`config.mk`:
```
export PLATFORM = sky130hd
export DESIGN_NAME = aux_timer_pair_control
export DESIGN_NICKNAME = d
export VERILOG_FILES = /design/src/core/aux_timer_pkg.sv /design/src/core/pin_sync.sv /design/src/core/aux_timer_unit.sv /design/src/core/aux_timer_pair_control.sv
export VERILOG_INCLUDE_DIRS = /design/src /design/src/core
export SDC_FILE = /design/constraint.sdc
export NUM_CORES = 1
export LEC_CHECK = 0
export BUFFER_PORTS_ARGS = -buffer_cell sky130_fd_sc_hd__buf_2
export CAP_MARGIN = 15
export CORE_MARGIN = 4
export CORE_UTILIZATION = 66
export CTS_BUF_LIST = sky130_fd_sc_hd__clkbuf_8
export DETAILED_ROUTE_END_ITERATION = 10
export PLACE_DENSITY = 0.95
export RECOVER_POWER = 25
export SLEW_MARGIN = 5
export SYNTH_ARGS = -nofsm -noshare
export SYNTH_HDL_FRONTEND = slang
export SYNTH_SLANG_ARGS = --single-unit
export TNS_END_PERCENT = 5
```
`constraint.sdc`:
```
create_clock -name mclk_i -period 5.9 [get_ports mclk_i]
set_input_delay 0 -clock mclk_i [delete_from_list [all_inputs] [get_ports mclk_i]]
set_output_delay 0 -clock mclk_i [all_outputs]
set_load 0.02 [all_outputs]
```
`src/core/aux_timer_params.svh`:
```
// constants of the auxiliary timer pair control block
`ifndef AUX_TIMER_PARAMS_SVH
`define AUX_TIMER_PARAMS_SVH

// =====================================================================
// register byte addresses
`define AUX_A_CTRL_ADDR 16'hFF40
`define AUX_B_CTRL_ADDR 16'hFF44
`define CORE_CTRL_ADDR 16'hFF48
`define CORE_COUNT_ADDR 16'hFF4C
`define AUX_A_COUNT_ADDR 16'hFF50
`define AUX_B_COUNT_ADDR 16'hFF54

// =====================================================================
// reset values and write masks
`define CTRL_RESET 16'h0000
`define COUNT_RESET 16'h0000
`define AUX_WRITE_MASK 16'hB3FF
`define CORE_WRITE_MASK 16'h0FFF

// =====================================================================
// field positions
`define EDGE_FLAG_BIT 12
`define DIR_CHANGE_FLAG_BIT 13

// =====================================================================
// prescaler: base divisor exponent (divide by 8, by 4 with the fast bit) and counter width
`define PRESCALE_BASE_EXP 4'h3
`define PRESCALE_WIDTH 10

`endif

```
`src/core/aux_timer_pkg.sv`:
```
// types shared by the auxiliary timer pair control block
`include "aux_timer_params.svh"
package aux_timer_pkg;

	// operating mode, codes in declaration order 000..111
	typedef enum logic [2:0] {
		MODE_TIMER, MODE_COUNTER, MODE_GATED_LOW, MODE_GATED_HIGH,
		MODE_RELOAD, MODE_CAPTURE, MODE_INCR_ROT, MODE_INCR_EDGE
	} mode_type;

	// auxiliary timer control word
	typedef struct packed {
		logic aux_irq_enable;
		logic aux_rotation_dir;
		logic aux_dir_change_flag;
		logic aux_edge_flag;
		logic [1:0] reserved;
		logic aux_remote_run_select;
		logic aux_ext_direction_enable;
		logic aux_direction_bit;
		logic aux_run_bit;
		mode_type aux_mode_field;
		logic [2:0] aux_input_select;
	} aux_ctrl_type;

	// core timer control word
	typedef struct packed {
		logic [3:0] unused;
		logic block_fast_prescale;
		logic core_toggle_latch;
		logic output_enable;
		logic ext_direction_enable;
		logic direction_bit;
		logic run_bit;
		mode_type mode;
		logic [2:0] core_input_select;
	} core_ctrl_type;

	// edges of one signal
	typedef struct packed {
		logic rise;
		logic fall;
	} edge_type;

	// prescaler tick: low exponent bits of the free counter all ones
	function automatic logic prescale_hit(input logic [9:0] cnt,
		input logic [2:0] code, input logic fast);
		logic [3:0] exp_bits;
		logic [9:0] mask;
		exp_bits = `PRESCALE_BASE_EXP + {1'b0, code} - {3'h0, fast};
		mask = ~(10'h3FF << exp_bits);
		return (cnt & mask) == mask;
	endfunction

endpackage

```
`src/core/pin_sync.sv`:
```
// three-stage synchroniser that accepts a change once stages agree
`timescale 1ns/1ps
`default_nettype none
module pin_sync #(
	parameter int WIDTH = 1
) (
	// clock and reset
	input wire logic mclk_i,
	input wire logic rst_n_i,
	// pins and filtered levels
	input wire logic [WIDTH-1:0] pin_i,
	output logic [WIDTH-1:0] level_o
);
	logic [WIDTH-1:0] stage1;
	logic [WIDTH-1:0] stage2;
	logic [WIDTH-1:0] stage3;

	// shift chain; the first stage feeds only the second
	always_ff @(posedge mclk_i or negedge rst_n_i)
	begin
		if (!rst_n_i)
		begin
			stage1 <= '0;
			stage2 <= '0;
			stage3 <= '0;
		end
		else
		begin
			stage1 <= pin_i;
			stage2 <= stage1;
			stage3 <= stage2;
		end
	end

	// a bit follows only when the last two stages agree
	always_ff @(posedge mclk_i or negedge rst_n_i)
	begin
		if (!rst_n_i)
			level_o <= '0;
		else
			for (int i = 0; i < WIDTH; i++)
				if (stage2[i] == stage3[i])
					level_o[i] <= stage3[i];
	end
endmodule
`default_nettype wire

```
`src/core/aux_timer_unit.sv`:
```
// one auxiliary 16-bit timer: mode decode, run, direction and count
`include "aux_timer_params.svh"
`timescale 1ns/1ps
`default_nettype none
module aux_timer_unit (
	// clock and reset
	input wire logic mclk_i,
	input wire logic rst_n_i,
	// control from the register file
	input wire aux_timer_pkg::aux_ctrl_type ctrl_i,
	input wire logic core_run_i,
	input wire logic fast_i,
	input wire logic [9:0] presc_i,
	// count sources
	input wire aux_timer_pkg::edge_type latch_edge_i,
	input wire logic gate_i,
	input wire logic dir_pin_i,
	// results
	output logic [15:0] count_o,
	output logic dir_o,
	output logic step_o,
	output logic dir_change_o
);
	logic running;
	logic next_dir;
	logic tick;
	logic latch_step;

	// run source: own bit or the core run bit
	assign running = ctrl_i.aux_remote_run_select ? core_run_i
		: ctrl_i.aux_run_bit;
	// direction: pin when enabled, else software bit
	assign next_dir = ctrl_i.aux_ext_direction_enable ? dir_pin_i
		: ctrl_i.aux_direction_bit;
	assign tick = aux_timer_pkg::prescale_hit(presc_i,
		ctrl_i.aux_input_select, fast_i);
	// toggle latch edge selection; x00 and 001..011 count nothing
	always_comb
	begin
		unique case (ctrl_i.aux_input_select)
			3'h5: latch_step = latch_edge_i.rise;
			3'h6: latch_step = latch_edge_i.fall;
			3'h7: latch_step = latch_edge_i.rise | latch_edge_i.fall;
			default: latch_step = 1'b0;
		endcase
	end

	// mode decode; reload and capture modes never count
	always_comb
	begin
		unique case (ctrl_i.aux_mode_field)
			aux_timer_pkg::MODE_TIMER: step_o = running & tick;
			aux_timer_pkg::MODE_GATED_LOW: step_o = running & tick & ~gate_i;
			aux_timer_pkg::MODE_GATED_HIGH: step_o = running & tick & gate_i;
			aux_timer_pkg::MODE_COUNTER,
			aux_timer_pkg::MODE_INCR_ROT,
			aux_timer_pkg::MODE_INCR_EDGE: step_o = running & latch_step;
			aux_timer_pkg::MODE_RELOAD,
			aux_timer_pkg::MODE_CAPTURE: step_o = 1'b0;
		endcase
	end

	assign dir_change_o = next_dir != dir_o;

	// current direction
	always_ff @(posedge mclk_i or negedge rst_n_i)
	begin
		if (!rst_n_i)
			dir_o <= 1'b0;
		else
			dir_o <= next_dir;
	end

	// counter
	always_ff @(posedge mclk_i or negedge rst_n_i)
	begin
		if (!rst_n_i)
			count_o <= `COUNT_RESET;
		else if (step_o)
			count_o <= dir_o ? count_o - 16'h0001 : count_o + 16'h0001;
	end
endmodule
`default_nettype wire

```
`src/core/aux_timer_pair_control.sv`:
```
// two auxiliary timers with core timer, toggle latch and APB registers
//
// Added by the designer: the APB interface to the registers.
`include "aux_timer_params.svh"
`timescale 1ns/1ps
`default_nettype none
module aux_timer_pair_control (
	// clock and reset
	input wire logic mclk_i,
	input wire logic rst_n_i,
	// APB slave
	input wire logic psel_i,
	input wire logic penable_i,
	input wire logic pwrite_i,
	input wire logic [15:0] paddr_i,
	input wire logic [31:0] pwdata_i,
	output logic [31:0] prdata_o,
	output logic pready_o,
	output logic pslverr_o,
	// external pins
	input wire logic core_count_pin_i,
	input wire logic core_direction_pin_i,
	input wire logic [1:0] aux_count_pin_i,
	input wire logic [1:0] aux_direction_pin_i,
	// outputs
	output logic core_toggle_latch_o,
	output logic [1:0] aux_irq_o
);

	// =================================================================
	// declarations
	aux_timer_pkg::core_ctrl_type core_ctrl;
	aux_timer_pkg::aux_ctrl_type aux_ctrl [2];
	logic [15:0] core_count;
	logic [9:0] presc;
	logic [5:0] pin_level;
	logic [5:0] pin_prev;
	logic core_cnt_rise;
	logic core_cnt_fall;
	logic core_dir_any;
	logic core_dir;
	logic core_tick;
	logic core_pin_step;
	logic core_incr_step;
	logic core_step;
	logic core_wrap;
	logic latch_prev;
	aux_timer_pkg::edge_type latch_edge;
	logic [15:0] aux_count [2];
	logic [1:0] aux_dir;
	logic [1:0] aux_step;
	logic [1:0] aux_dir_change;
	logic bus_write;
	logic bus_setup;
	logic addr_hit;
	logic [15:0] read_word;
	logic [15:0] wdata;
	logic access;
	logic core_ctrl_sel;
	logic [1:0] aux_ctrl_sel;

	// every register is 16 bits wide; the upper bus half is dropped
	assign wdata = pwdata_i[15:0];

	// =================================================================
	// pin synchronisation and edge detection
	// filtered level bits:
	// 0 core count pin, also the core gate
	// 1 core direction pin
	// 3:2 gates of timer a and timer b
	// 5:4 direction pins of timer a and timer b
	// pins are asynchronous, so nothing reads them before the filter
	pin_sync #(
		.WIDTH(6)
	) pins (
		.mclk_i(mclk_i),
		.rst_n_i(rst_n_i),
		.pin_i({aux_direction_pin_i, aux_count_pin_i,
			core_direction_pin_i, core_count_pin_i}),
		.level_o(pin_level)
	);

	// previous filtered samples for edge comparison
	always_ff @(posedge mclk_i or negedge rst_n_i)
	begin
		if (!rst_n_i)
			pin_prev <= 6'h00;
		else
			pin_prev <= pin_level;
	end

	assign core_cnt_rise = pin_level[0] & ~pin_prev[0];
	assign core_cnt_fall = ~pin_level[0] & pin_prev[0];
	assign core_dir_any = pin_level[1] ^ pin_prev[1];

	// =================================================================
	// shared prescaler
	// free-running divider; every divisor is a power of two
	// one counter serves all timers, so equal codes tick together
	// the ticks of a code are evenly spaced whatever its phase
	always_ff @(posedge mclk_i or negedge rst_n_i)
	begin
		if (!rst_n_i)
			presc <= 10'h000;
		else
			presc <= presc + 10'h001;
	end

	assign core_tick = aux_timer_pkg::prescale_hit(presc,
		core_ctrl.core_input_select,
		core_ctrl.block_fast_prescale);

	// =================================================================
	// core timer
	assign core_dir = core_ctrl.ext_direction_enable ? pin_level[1]
		: core_ctrl.direction_bit;

	// counter mode edge selection
	always_comb
	begin
		unique case (core_ctrl.core_input_select)
			3'h1: core_pin_step = core_cnt_rise;
			3'h2: core_pin_step = core_cnt_fall;
			3'h3: core_pin_step = core_cnt_rise | core_cnt_fall;
			default: core_pin_step = 1'b0;
		endcase
	end

	// incremental mode edge selection
	always_comb
	begin
		unique case (core_ctrl.core_input_select)
			3'h1: core_incr_step = core_cnt_rise | core_cnt_fall;
			3'h2: core_incr_step = core_dir_any;
			3'h3: core_incr_step = core_cnt_rise | core_cnt_fall
				| core_dir_any;
			default: core_incr_step = 1'b0;
		endcase
	end

	// core mode decode; codes 100 and 101 are not used by the core
	always_comb
	begin
		unique case (core_ctrl.mode)
			aux_timer_pkg::MODE_TIMER: core_step = core_tick;
			aux_timer_pkg::MODE_COUNTER: core_step = core_pin_step;
			aux_timer_pkg::MODE_GATED_LOW:
				core_step = core_tick & ~pin_level[0];
			aux_timer_pkg::MODE_GATED_HIGH:
				core_step = core_tick & pin_level[0];
			aux_timer_pkg::MODE_INCR_ROT,
			aux_timer_pkg::MODE_INCR_EDGE: core_step = core_incr_step;
			aux_timer_pkg::MODE_RELOAD,
			aux_timer_pkg::MODE_CAPTURE: core_step = 1'b0;
		endcase
		core_step = core_step & core_ctrl.run_bit;
	end

	// over- or underflow on the step that wraps the counter
	assign core_wrap = core_step & (core_dir ? core_count == 16'h0000
		: core_count == 16'hFFFF);

	// core counter
	always_ff @(posedge mclk_i or negedge rst_n_i)
	begin
		if (!rst_n_i)
			core_count <= `COUNT_RESET;
		else if (core_step)
			core_count <= core_dir ? core_count - 16'h0001
				: core_count + 16'h0001;
	end

	// core control; a software write to the latch wins over a wrap
	always_ff @(posedge mclk_i or negedge rst_n_i)
	begin
		if (!rst_n_i)
			core_ctrl <= aux_timer_pkg::core_ctrl_type'(`CTRL_RESET);
		else if (core_ctrl_sel)
			core_ctrl <= aux_timer_pkg::core_ctrl_type'(
				wdata & `CORE_WRITE_MASK);
		else if (core_wrap)
			core_ctrl.core_toggle_latch <= ~core_ctrl.core_toggle_latch;
	end

	assign core_toggle_latch_o = core_ctrl.core_toggle_latch;

	// latch edges seen by the auxiliary timers
	always_ff @(posedge mclk_i or negedge rst_n_i)
	begin
		if (!rst_n_i)
			latch_prev <= 1'b0;
		else
			latch_prev <= core_ctrl.core_toggle_latch;
	end

	assign latch_edge.rise = core_ctrl.core_toggle_latch & ~latch_prev;
	assign latch_edge.fall = ~core_ctrl.core_toggle_latch & latch_prev;

	// =================================================================
	// auxiliary timers
	for (genvar u = 0; u < 2; u++)
	begin : aux
		aux_timer_unit unit (
			.mclk_i(mclk_i),
			.rst_n_i(rst_n_i),
			.ctrl_i(aux_ctrl[u]),
			.core_run_i(core_ctrl.run_bit),
			.fast_i(core_ctrl.block_fast_prescale),
			.presc_i(presc),
			.latch_edge_i(latch_edge),
			.gate_i(pin_level[2 + u]),
			.dir_pin_i(pin_level[4 + u]),
			.count_o(aux_count[u]),
			.dir_o(aux_dir[u]),
			.step_o(aux_step[u]),
			.dir_change_o(aux_dir_change[u])
		);
	end

	// auxiliary control words; hardware set wins over a software clear
	always_ff @(posedge mclk_i or negedge rst_n_i)
	begin
		if (!rst_n_i)
		begin
			aux_ctrl[0] <= aux_timer_pkg::aux_ctrl_type'(`CTRL_RESET);
			aux_ctrl[1] <= aux_timer_pkg::aux_ctrl_type'(`CTRL_RESET);
		end
		else
			for (int u = 0; u < 2; u++)
			begin
				// software fields; reserved and read-only bits masked off
				if (aux_ctrl_sel[u])
					aux_ctrl[u] <= aux_timer_pkg::aux_ctrl_type'(
						wdata & `AUX_WRITE_MASK);
				// a count edge in the write cycle keeps the flag set
				if (aux_step[u])
					aux_ctrl[u].aux_edge_flag <= 1'b1;
				else if (aux_ctrl_sel[u])
					aux_ctrl[u].aux_edge_flag <= wdata[`EDGE_FLAG_BIT];
				// a direction change in the write cycle wins likewise
				if (aux_dir_change[u])
					aux_ctrl[u].aux_dir_change_flag <= 1'b1;
				else if (aux_ctrl_sel[u])
					aux_ctrl[u].aux_dir_change_flag
						<= wdata[`DIR_CHANGE_FLAG_BIT];
				// status bit mirrors the registered direction
				aux_ctrl[u].aux_rotation_dir <= aux_dir[u];
			end
	end

	// interrupt requests gated by the enable bit
	always_comb
	begin
		for (int u = 0; u < 2; u++)
			aux_irq_o[u] = aux_ctrl[u].aux_irq_enable
				& (aux_ctrl[u].aux_edge_flag
				| aux_ctrl[u].aux_dir_change_flag);
	end

	// =================================================================
	// APB slave
	// no wait states: every access cycle is also the completing one
	assign access = psel_i & penable_i;
	assign bus_setup = psel_i & ~penable_i;
	assign bus_write = access & pwrite_i & addr_hit;
	assign pready_o = 1'b1;
	// an unmapped address is answered with an error, never a hang
	assign pslverr_o = access & ~addr_hit;

	// =================================================================
	// write decode
	// one select per writable control word; count words ignore writes
	assign core_ctrl_sel = bus_write & (paddr_i == `CORE_CTRL_ADDR);
	assign aux_ctrl_sel[0] = bus_write & (paddr_i == `AUX_A_CTRL_ADDR);
	assign aux_ctrl_sel[1] = bus_write & (paddr_i == `AUX_B_CTRL_ADDR);

	// read multiplexer and address decode
	always_comb
	begin
		addr_hit = 1'b1;
		unique case (paddr_i)
			`AUX_A_CTRL_ADDR: read_word = aux_ctrl[0];
			`AUX_B_CTRL_ADDR: read_word = aux_ctrl[1];
			`CORE_CTRL_ADDR: read_word = core_ctrl;
			`CORE_COUNT_ADDR: read_word = core_count;
			`AUX_A_COUNT_ADDR: read_word = aux_count[0];
			`AUX_B_COUNT_ADDR: read_word = aux_count[1];
			default:
			begin
				read_word = 16'h0000;
				addr_hit = 1'b0;
			end
		endcase
	end

	// read data captured in the setup cycle, upper half zero
	always_ff @(posedge mclk_i or negedge rst_n_i)
	begin
		if (!rst_n_i)
			prdata_o <= 32'h00000000;
		else if (bus_setup && !pwrite_i)
			prdata_o <= {16'h0000, read_word};
	end
endmodule
`default_nettype wire

```
==> results of run 1 <==
-- critical path: stages, from the launching register on --
cell and delay [ps]:
dfrtp_1 390, mux2i_1 600, inv_1 490, ha_1 490, a21oi_1 210, nand2_1 140, nor3_1 360, o211ai_1 180
o22ai_1 360, mux2i_1 130, a2111o_1 390
-- how the worst max path moves through the flow --
stage	end	slack [ps]	depth (start not counted)
after global placement	core_count[14]$_DFFE_PN0P_	2450	9
final	core_count[15]$_DFFE_PN0P_	2040	10
after global routing	core_count[15]$_DFFE_PN0P_	1830	10
after detailed placement	core_count[15]$_DFFE_PN0P_	2260	10
after floorplan	core_count[14]$_DFFE_PN0P_	2940	9
after CTS	core_count[15]$_DFFE_PN0P_	2150	10
-- power breakdown --
part	total (uW)	switching [uW]	internal [uW]	leakage [uW]
Sequential	1020	16.0	1010	0.00185
Combinational	155	102	53.2	0.00267
Clock	821	375	446	0.000214
Total	2000	493	1510	0.00473
-- flip-flops by register name (all words and copies together), names as in the netlist --
signal	count
presc	10
aux_ctrl	28
latch_prev	1
pins.stage1	6
core_toggle_latch_o	1
aux.unit.count_o	32
core_ctrl	11
core_count	16
pins.stage3	6
pins.level_o	6
prdata_o	16
pins.stage2	6
aux.unit.dir_o	2
pin_prev	2
-- what timing repair did --
item                                    CTS  global route
endpoints found under the setup margin    0             0
hold endpoints to repair                130             0
hold buffers                             25             0
-- per-layer routing --
metal,up-vias,share of wire (%),GRT usage [%]
li1,3225,-,-
met1,3511,39,37.13
met2,337,50,50.02
met3,88,6.7,6.542
met4,0,4.3,14.67
met5,-,0,0
-- cells in the mapped netlist, types with 3 or more instances --
cell	number	area, um^2
dfrtp_1	143	3578
mux2_2	73	822.0
o21ai_0	58	290.3
ha_1	54	675.7
nand2_1	54	202.7
a21oi_1	52	260.3
nor2_1	43	161.4
xnor2_1	37	324.1
inv_1	35	131.4
buf_4	22	165.2
nand3_1	17	85.08
xor2_1	16	140.1
a222oi_1	14	140.1
nand2b_1	14	87.58
o21a_1	14	105.1
mux2i_1	13	130.1
a21o_1	12	90.09
a22o_1	12	105.1
nor2b_1	12	75.07
nor3_1	12	60.06
buf_2	9	45.04
nand4_1	9	56.30
clkbuf_1	8	30.03
nor4_1	8	50.05
fa_1	6	120.1
maj3_1	6	60.06
o22ai_1	6	37.54
a31oi_1	5	31.28
and3_1	5	31.28
a211oi_1	4	30.03
nor3b_1	4	30.03
o2111ai_1	4	35.03
o31ai_1	4	30.03
a211o_1	3	26.28
a41oi_1	3	26.28
and2_1	3	18.77
nor3b_4	3	56.30
o211ai_1	3	22.52
o21bai_1	3	22.52
or2_2	3	18.77
or3_1	3	18.77
-- cell type report --
| type | count | area, um^2 |
|---|---|---|
| Multi-Input combinational cell | 641 | 4867 |
| Fill cell | 821 | 3033 |
| Timing Repair Buffer | 89 | 584.3 |
| Inverter | 35 | 131.4 |
| Tap cell | 172 | 215.2 |
| Clock buffer | 20 | 275.3 |
| Clock inverter | 12 | 140.1 |
| Sequential cell | 143 | 3578 |
-- per-stage QoR --
step,hold slack [ps],instances,power [uW]
finish,85.58,1112,2000
global route,85.99,1112,2066
CTS,52.86,1112,2003
detailed placement,92.33,1055,1186
global placement,90.22,1055,1180
floorplan,-295.6,861,1122
-- cell families (layout without fill, tap and decap cells) --
| kind of cell | count (synthesis) | count (layout) |
|---|---|---|
| AO/OA/AOI/OAI | 213 | 213 |
| AND/OR/NAND/NOR | 206 | 206 |
| flip-flops | 143 | 143 |
| multiplexers | 86 | 86 |
| buffers and inverters | 77 | 156 |
| adder cells (fa/ha/maj) | 66 | 66 |
| XOR/XNOR | 53 | 53 |
| other | 2 | 17 |
==> results.md, run 1 <==
* Unrepaired setup endpoints after global routing: no
* Post-route setup slack at 2040 ps
* CP startpoint: core_ctrl[8]$_DFFE_PN0P_
* Synthesis Warnings at 0
* Dpl cell area at 0.009126 mm^2
* Row cnt at 41
* Routed wire length at 21850 um
* Detailed router's first-iteration violation count at 822
* Via Count at 7161
* Die width at 123.3 um
* Largest net degree at the start of global routing at 86
* Worst-path clk slew at 80 ps
* Routability cong. at 0.9453
* Inserted Clock Buffers at 17
* Number of H-tree levels at 4
* Number of nets with antenna violations after routing at 0
* Number of buffers on the longest clock path at 2
* CP Launch Type: flop
* PostCTS Resize Cnt at 0
* Mapped cell area at 0.008776 mm^2
* Worst Hold Launch: paddr_i[3]
* Num Clock Sinks at 143
* Vias in the first global route at 7112
* Root Driver: clkbuf_8
* IO Pins at 96
* Initial antenna violation count at 0
* Max-slew violation count at 0
* Design area at 0.009792 mm^2
* Most frequent cells in the layout: 143 x dfrtp_1, 73 x mux2_2, 60 x buf_2, 58 x o21ai_0
* Reg-to-reg slack, setup at 2040 ps
* Syn avg cell area at 10.37 um^2
* Routed WL per cell at 19.65 um
* Worst Hold Class: primary input to flop
* Seq cells post-synth at 143
* Adder-Cell Fraction of Synth Area at 9.752%
* Setup slack at placement at 2262 ps
* Die H at 123.3 um
* Worst vdd ir at 0.1621 mV
* Dpl hpwl at 15100 um
* Share of cells above drive strength 1 at 19.79%
* CTS tree: built
* Most common cell after layout, fill and taps aside: dfrtp_1
* P_leak at 0.004734 uW
* Hold Path Depth at 4
* Post-synthesis compound-gate area fraction at 16.18%
* First-pass GRT wire length at 35330 um
* Die area at 0.01521 mm^2
* Clock latency on the worst-skew pair at 460 ps
* Synth Area in XOR/XNOR at 5.289%
* Largest family of logic cells by synthesized area: compound AO/OA/AOI/OAI gates
* Number of max-cap violations at 0
* Starting Density at 68.43%
* Final setup vio count at 0
* Post-Synth Simple-Gate Area at 12.53%
* Mapped Cells at 846
* Fin crit period at 3860 ps
* PD cells at 204.3 mW/mm^2
* Hold Violations, Final at 0
* Max Clk Rate at 259.1 MHz
* Synth-to-Final Area Change at 11.58%
* CP arrival at 4200 ps
* Final nets at 1046
* Critical Path Sink Type: flop
* Fin util at 76.35%
* ANT cells at 0
* Register area share after synthesis at 40.78%
* Setup CP Type: flop to flop
* GRT overflow at 0
* Post-synthesis mux area share at 10.85%
* Crit share post-route at 65.42%
* Final setup skew at 12.51 ps
* Setup_tns at 0 ps
* Measured slew at the worst slew-check pin at 1007 ps
* Crit path max fanout at 16
* Asr flop ratio synth at 100.0%
* PortBufs at 61
* Ys flop type: dfrtp_1
* Post-synth cell types at 70
* R2R depth at 10
* Slew headroom at 32.72%
* DR vias/cell at 6.440
* Outcome: finished, final reports clean
* Post-CTS Setup Bufs at 0
* GRT Resource Usage Total at 30.04%
* Residual DRC count at 0
* DRT Pass-1 Iters at 6
* R2R Path Start: core_ctrl[8]$_DFFE_PN0P_
* Critical Path RT at 6240 ps
* Worst r2r dst: core_count[15]$_DFFE_PN0P_
* Post-synth EDFFs at 0
* Core area at 0.01282 mm^2
* Hold endpoint: aux_ctrl[1]$_DFFE_PN0P_
Power figures use the tool's default switching activity.
==> inputs of run 2 (changes only) <==
--- a/config.mk
+++ b/config.mk
@@ -6,13 +6,14 @@
 export SDC_FILE = /design/constraint.sdc
 export NUM_CORES = 1
 export LEC_CHECK = 0
+export ABC_AREA = 1
 export BUFFER_PORTS_ARGS = -buffer_cell sky130_fd_sc_hd__buf_2
 export CAP_MARGIN = 15
 export CORE_MARGIN = 4
-export CORE_UTILIZATION = 66
+export CORE_UTILIZATION = 56
 export CTS_BUF_LIST = sky130_fd_sc_hd__clkbuf_8
 export DETAILED_ROUTE_END_ITERATION = 10
-export PLACE_DENSITY = 0.95
+export PLACE_DENSITY = 0.9
 export RECOVER_POWER = 25
 export SLEW_MARGIN = 5
 export SYNTH_ARGS = -nofsm -noshare
==> constraint.sdc (replaced) <==
create_clock -name mclk_i -period 3.1 [get_ports mclk_i]
set_input_delay 0 -clock mclk_i [delete_from_list [all_inputs] [get_ports mclk_i]]
set_output_delay 0 -clock mclk_i [all_outputs]
set_load 0.02 [all_outputs]
==> run 2 against run 1 <==
  * The run now ends with max-capacitance violations, max-slew violations left
  * Flip-flop and latch count did not move
  * Hold slack got worse by 25 ps
  * Cell count up 31%
  * Clock-buffer cell count fell by 2
  * Core utilization fell by 13 points
  * Register-to-register slack worse by 1800 ps
  * Die area is 19% higher
  * Combinational power up 110%
  * Largest power group unchanged
==> results.md, run 2 <==
* Max FFs per register at 32
* Die area at 0.01811 mm^2
* Number of buffers on the longest clock path at 2
* Crit path largest cell delay at 510 ps
* Overall power at 3638 uW
* R2R Path Start: core_ctrl[11]$_DFFE_PN0P_
* Via Count at 8313
* Detailed router's first-iteration violation count at 844
* Worst vdd ir at 0.3005 mV
* Hold Violations, Final at 0
* Asr flop ratio synth at 100.0%
* R2R depth at 16
* Max Clk Rate at 354.8 MHz
* Vias in the first global route at 8164
* Synth-to-Final Area Change at 11.74%
* Core area at 0.01577 mm^2
* P_leak at 0.005135 uW
* Dpl hpwl at 16990 um
* Synth area leaders: dfrtp_1 40%, nand2_1 13%, ha_1 7.5%, o21ai_0 5.4%, inv_1 4.7%
* # fillers at 1298
* Mapped cell area at 0.008974 mm^2
* Routed wire length at 23650 um
* CP endpoint: aux[1].unit.count_o[14]$_DFFE_PN0P_
* Residual DRC count at 0
* Initial antenna violation count at 0
* Critical Path RT at 3500 ps
* Register area share after synthesis at 39.88%
* Die H at 134.6 um
* Seq cells post-synth at 143
* Clock latency on the worst-skew pair at 470 ps
* Routability cong. at 0.9451
* Crit path max fanout at 29
* GRT Resource Usage Total at 26.91%
* DR vias/cell at 5.702
* Register with the most flip-flops: aux.unit.count_o
* Yosys top cell by area: dfrtp_1
* CP arrival at 3220 ps
* Ys flop type: dfrtp_1
* Starting Density at 56.90%
* Crit-path cells: inv_1 > ha_1 > ha_1 > fa_1 > inv_1 > nand2_1 > nand2_1 > o21ai_0 > nor2_1 > nand3_1 > o22ai_1 > nand2_1 > buf_4 > inv_1 > nand3_1 > nand2_1
* Worst-path clk slew at 80 ps
* Crit share post-route at 90.93%
* Unrepaired setup endpoints after global routing: no
* Share of cells above drive strength 1 at 10.47%
* Worst Hold Class: primary input to flop
* Synthesis Warnings at 0
* Most frequent cells in the layout: 303 x nand2_1, 143 x dfrtp_1, 113 x inv_1, 97 x o21ai_0, 73 x nand3_1
* Setup_tns at 0 ps
* Top cells by count, synth: 303 x nand2_1, 143 x dfrtp_1, 113 x inv_1, 97 x o21ai_0, 73 x nand3_1
* CP Launch Type: flop
* Slew headroom at -47.80%
* Post-synth cell types at 42
* Inserted Clock Buffers at 17
* Num Clock Sinks at 143
* First-pass GRT wire length at 38850 um
* Violated checks: max-capacitance violations, max-slew violations
* Number of nets with antenna violations after routing at 0
* Reg-to-reg slack, setup at 280 ps
* Final setup skew at 12.92 ps
* Final nets at 1348
* GRT overflow at 0
* Critical Path Sink Type: flop
* Row cnt at 46
* Post-synth EDFFs at 0
* Post-CTS Setup Bufs at 0
* Mapped Cells at 1142
* Final setup vio count at 0
* DRT Pass-1 Iters at 6
* Critical-path cell with the highest stage delay: fa_1
* Root Driver: clkbuf_8
* PortBufs at 61
* Top cell by count, worst path: nand2_1
* Die width at 134.6 um
* Top cell type's share of synthesized area at 39.88%
* Most common cell after layout, fill and taps aside: nand2_1
* Biggest regs: aux.unit.count_o: 32 flops, aux_ctrl: 28 flops
* Area of the multi-input gates at 0.004745 mm^2
* CTS tree: built
* Worst r2r dst: aux[1].unit.count_o[14]$_DFFE_PN0P_
* Max-slew violation count at 86
* Number of max-cap violations at 1
* Setup slack at placement at 360.7 ps
* PD cells at 362.8 mW/mm^2
* Outcome: finished with violations
* Routed WL per cell at 16.22 um
* Syn avg cell area at 7.858 um^2
* Fin crit period at 2819 ps
* Measured slew at the worst slew-check pin at 2217 ps
* Count leader, synth: nand2_1
* Seq. cell area at 0.003578 mm^2
* Setup CP Type: flop to flop
* Post-route setup slack at 281.2 ps
* Largest net degree at the start of global routing at 87
* Number of H-tree levels at 4
* IO Pins at 96
* CP startpoint: core_ctrl[11]$_DFFE_PN0P_
* ANT cells at 0
[run 2: routing by layer]
layer / wire length, um / share of wire, % / vias up / global-route usage (%)
li1: - / - / 3948 / -
met1: 9556 / 40 / 3868 / 32.80
met2: 11060 / 47 / 393 / 44.58
met3: 1815 / 7.7 / 104 / 7.265
met4: 1217 / 5.1 / 0 / 12.78
met5: 0 / 0 / - / 0
[run 2: per-stage QoR]
step / std cells / utilization [%] / instance area (um^2) / hold WS, ps
after floorplan: 1157 / - / 9030 / -295.6
after global placement: 1402 / 59.83 / 9435 / 107.6
after detailed placement: 1402 / 59.83 / 9435 / 109.7
after CTS: 1458 / 63.63 / 10030 / 37.78
after global routing: 1458 / 63.58 / 10030 / 65.99
final: 1458 / 63.58 / 10030 / 60.37
[run 2: area by class of cell]
| type | instances | share of cell area (%) |
|---|---|---|
| clock inverters | 14 | 1.111 |
| inverters | 118 | 4.417 |
| multi-input cells | 854 | 47.32 |
| repair buffers | 95 | 6.301 |
| clock buffers | 18 | 2.471 |
| well taps | 216 | 2.695 |
| flip-flops and latches | 143 | 35.69 |
[run 2: cells by family (layout without fill, tap and decap cells)]
group | Yosys count | in the layout | synth area share (%)
compound gates | 240 | 240 | 15.00
xor+xnor | 47 | 47 | 4.587
fa+ha+maj | 66 | 66 | 9.537
buf+inv | 160 | 245 | 7.878
flops | 143 | 143 | 39.88
other cells | 2 | 17 | 0.08369
simple gates | 484 | 484 | 23.03
[run 2: worst max-delay path: cells and delay by family, from the launching register on]
kind                     cells  cell delay [ps]
buffers and inverters        4              620
AO/OA/AOI/OAI                2              270
flip-flops                   1              360
adder cells (fa/ha/maj)      3              930
AND/OR/NAND/NOR              7              550
[run 2: worst min path at each step]
| stage | cells after the start | start | end | slack (ps) |
|---|---|---|---|---|
| 2_1_floorplan | 0 | rst_n_i | aux[0].unit.count_o[0]$_DFFE_PN0P_ | -300 |
| 3_3_place_gp | 1 | rst_n_i | presc[7]$_DFF_PN0_ | 110 |
| 3_5_place_dp | 1 | rst_n_i | presc[4]$_DFF_PN0_ | 110 |
| 4_1_cts | 6 | psel_i | prdata_o[12]$_DFFE_PN0P_ | 40 |
| 5_1_grt | 6 | psel_i | prdata_o[12]$_DFFE_PN0P_ | 70 |
| 6_report | 6 | psel_i | prdata_o[12]$_DFFE_PN0P_ | 60 |
[run 2: where the power goes]
group	switching [uW]	leakage, uW	internal [uW]
registers	23.4	0.00179	1890
clock network	813	0.000175	587
logic	207	0.00317	117
total	1040	0.00513	2590
[run 2: repair_timing]
action,in CTS,in global routing
hold buffers,24,0
hold endpoints to repair,131,0
resized for setup,0,0
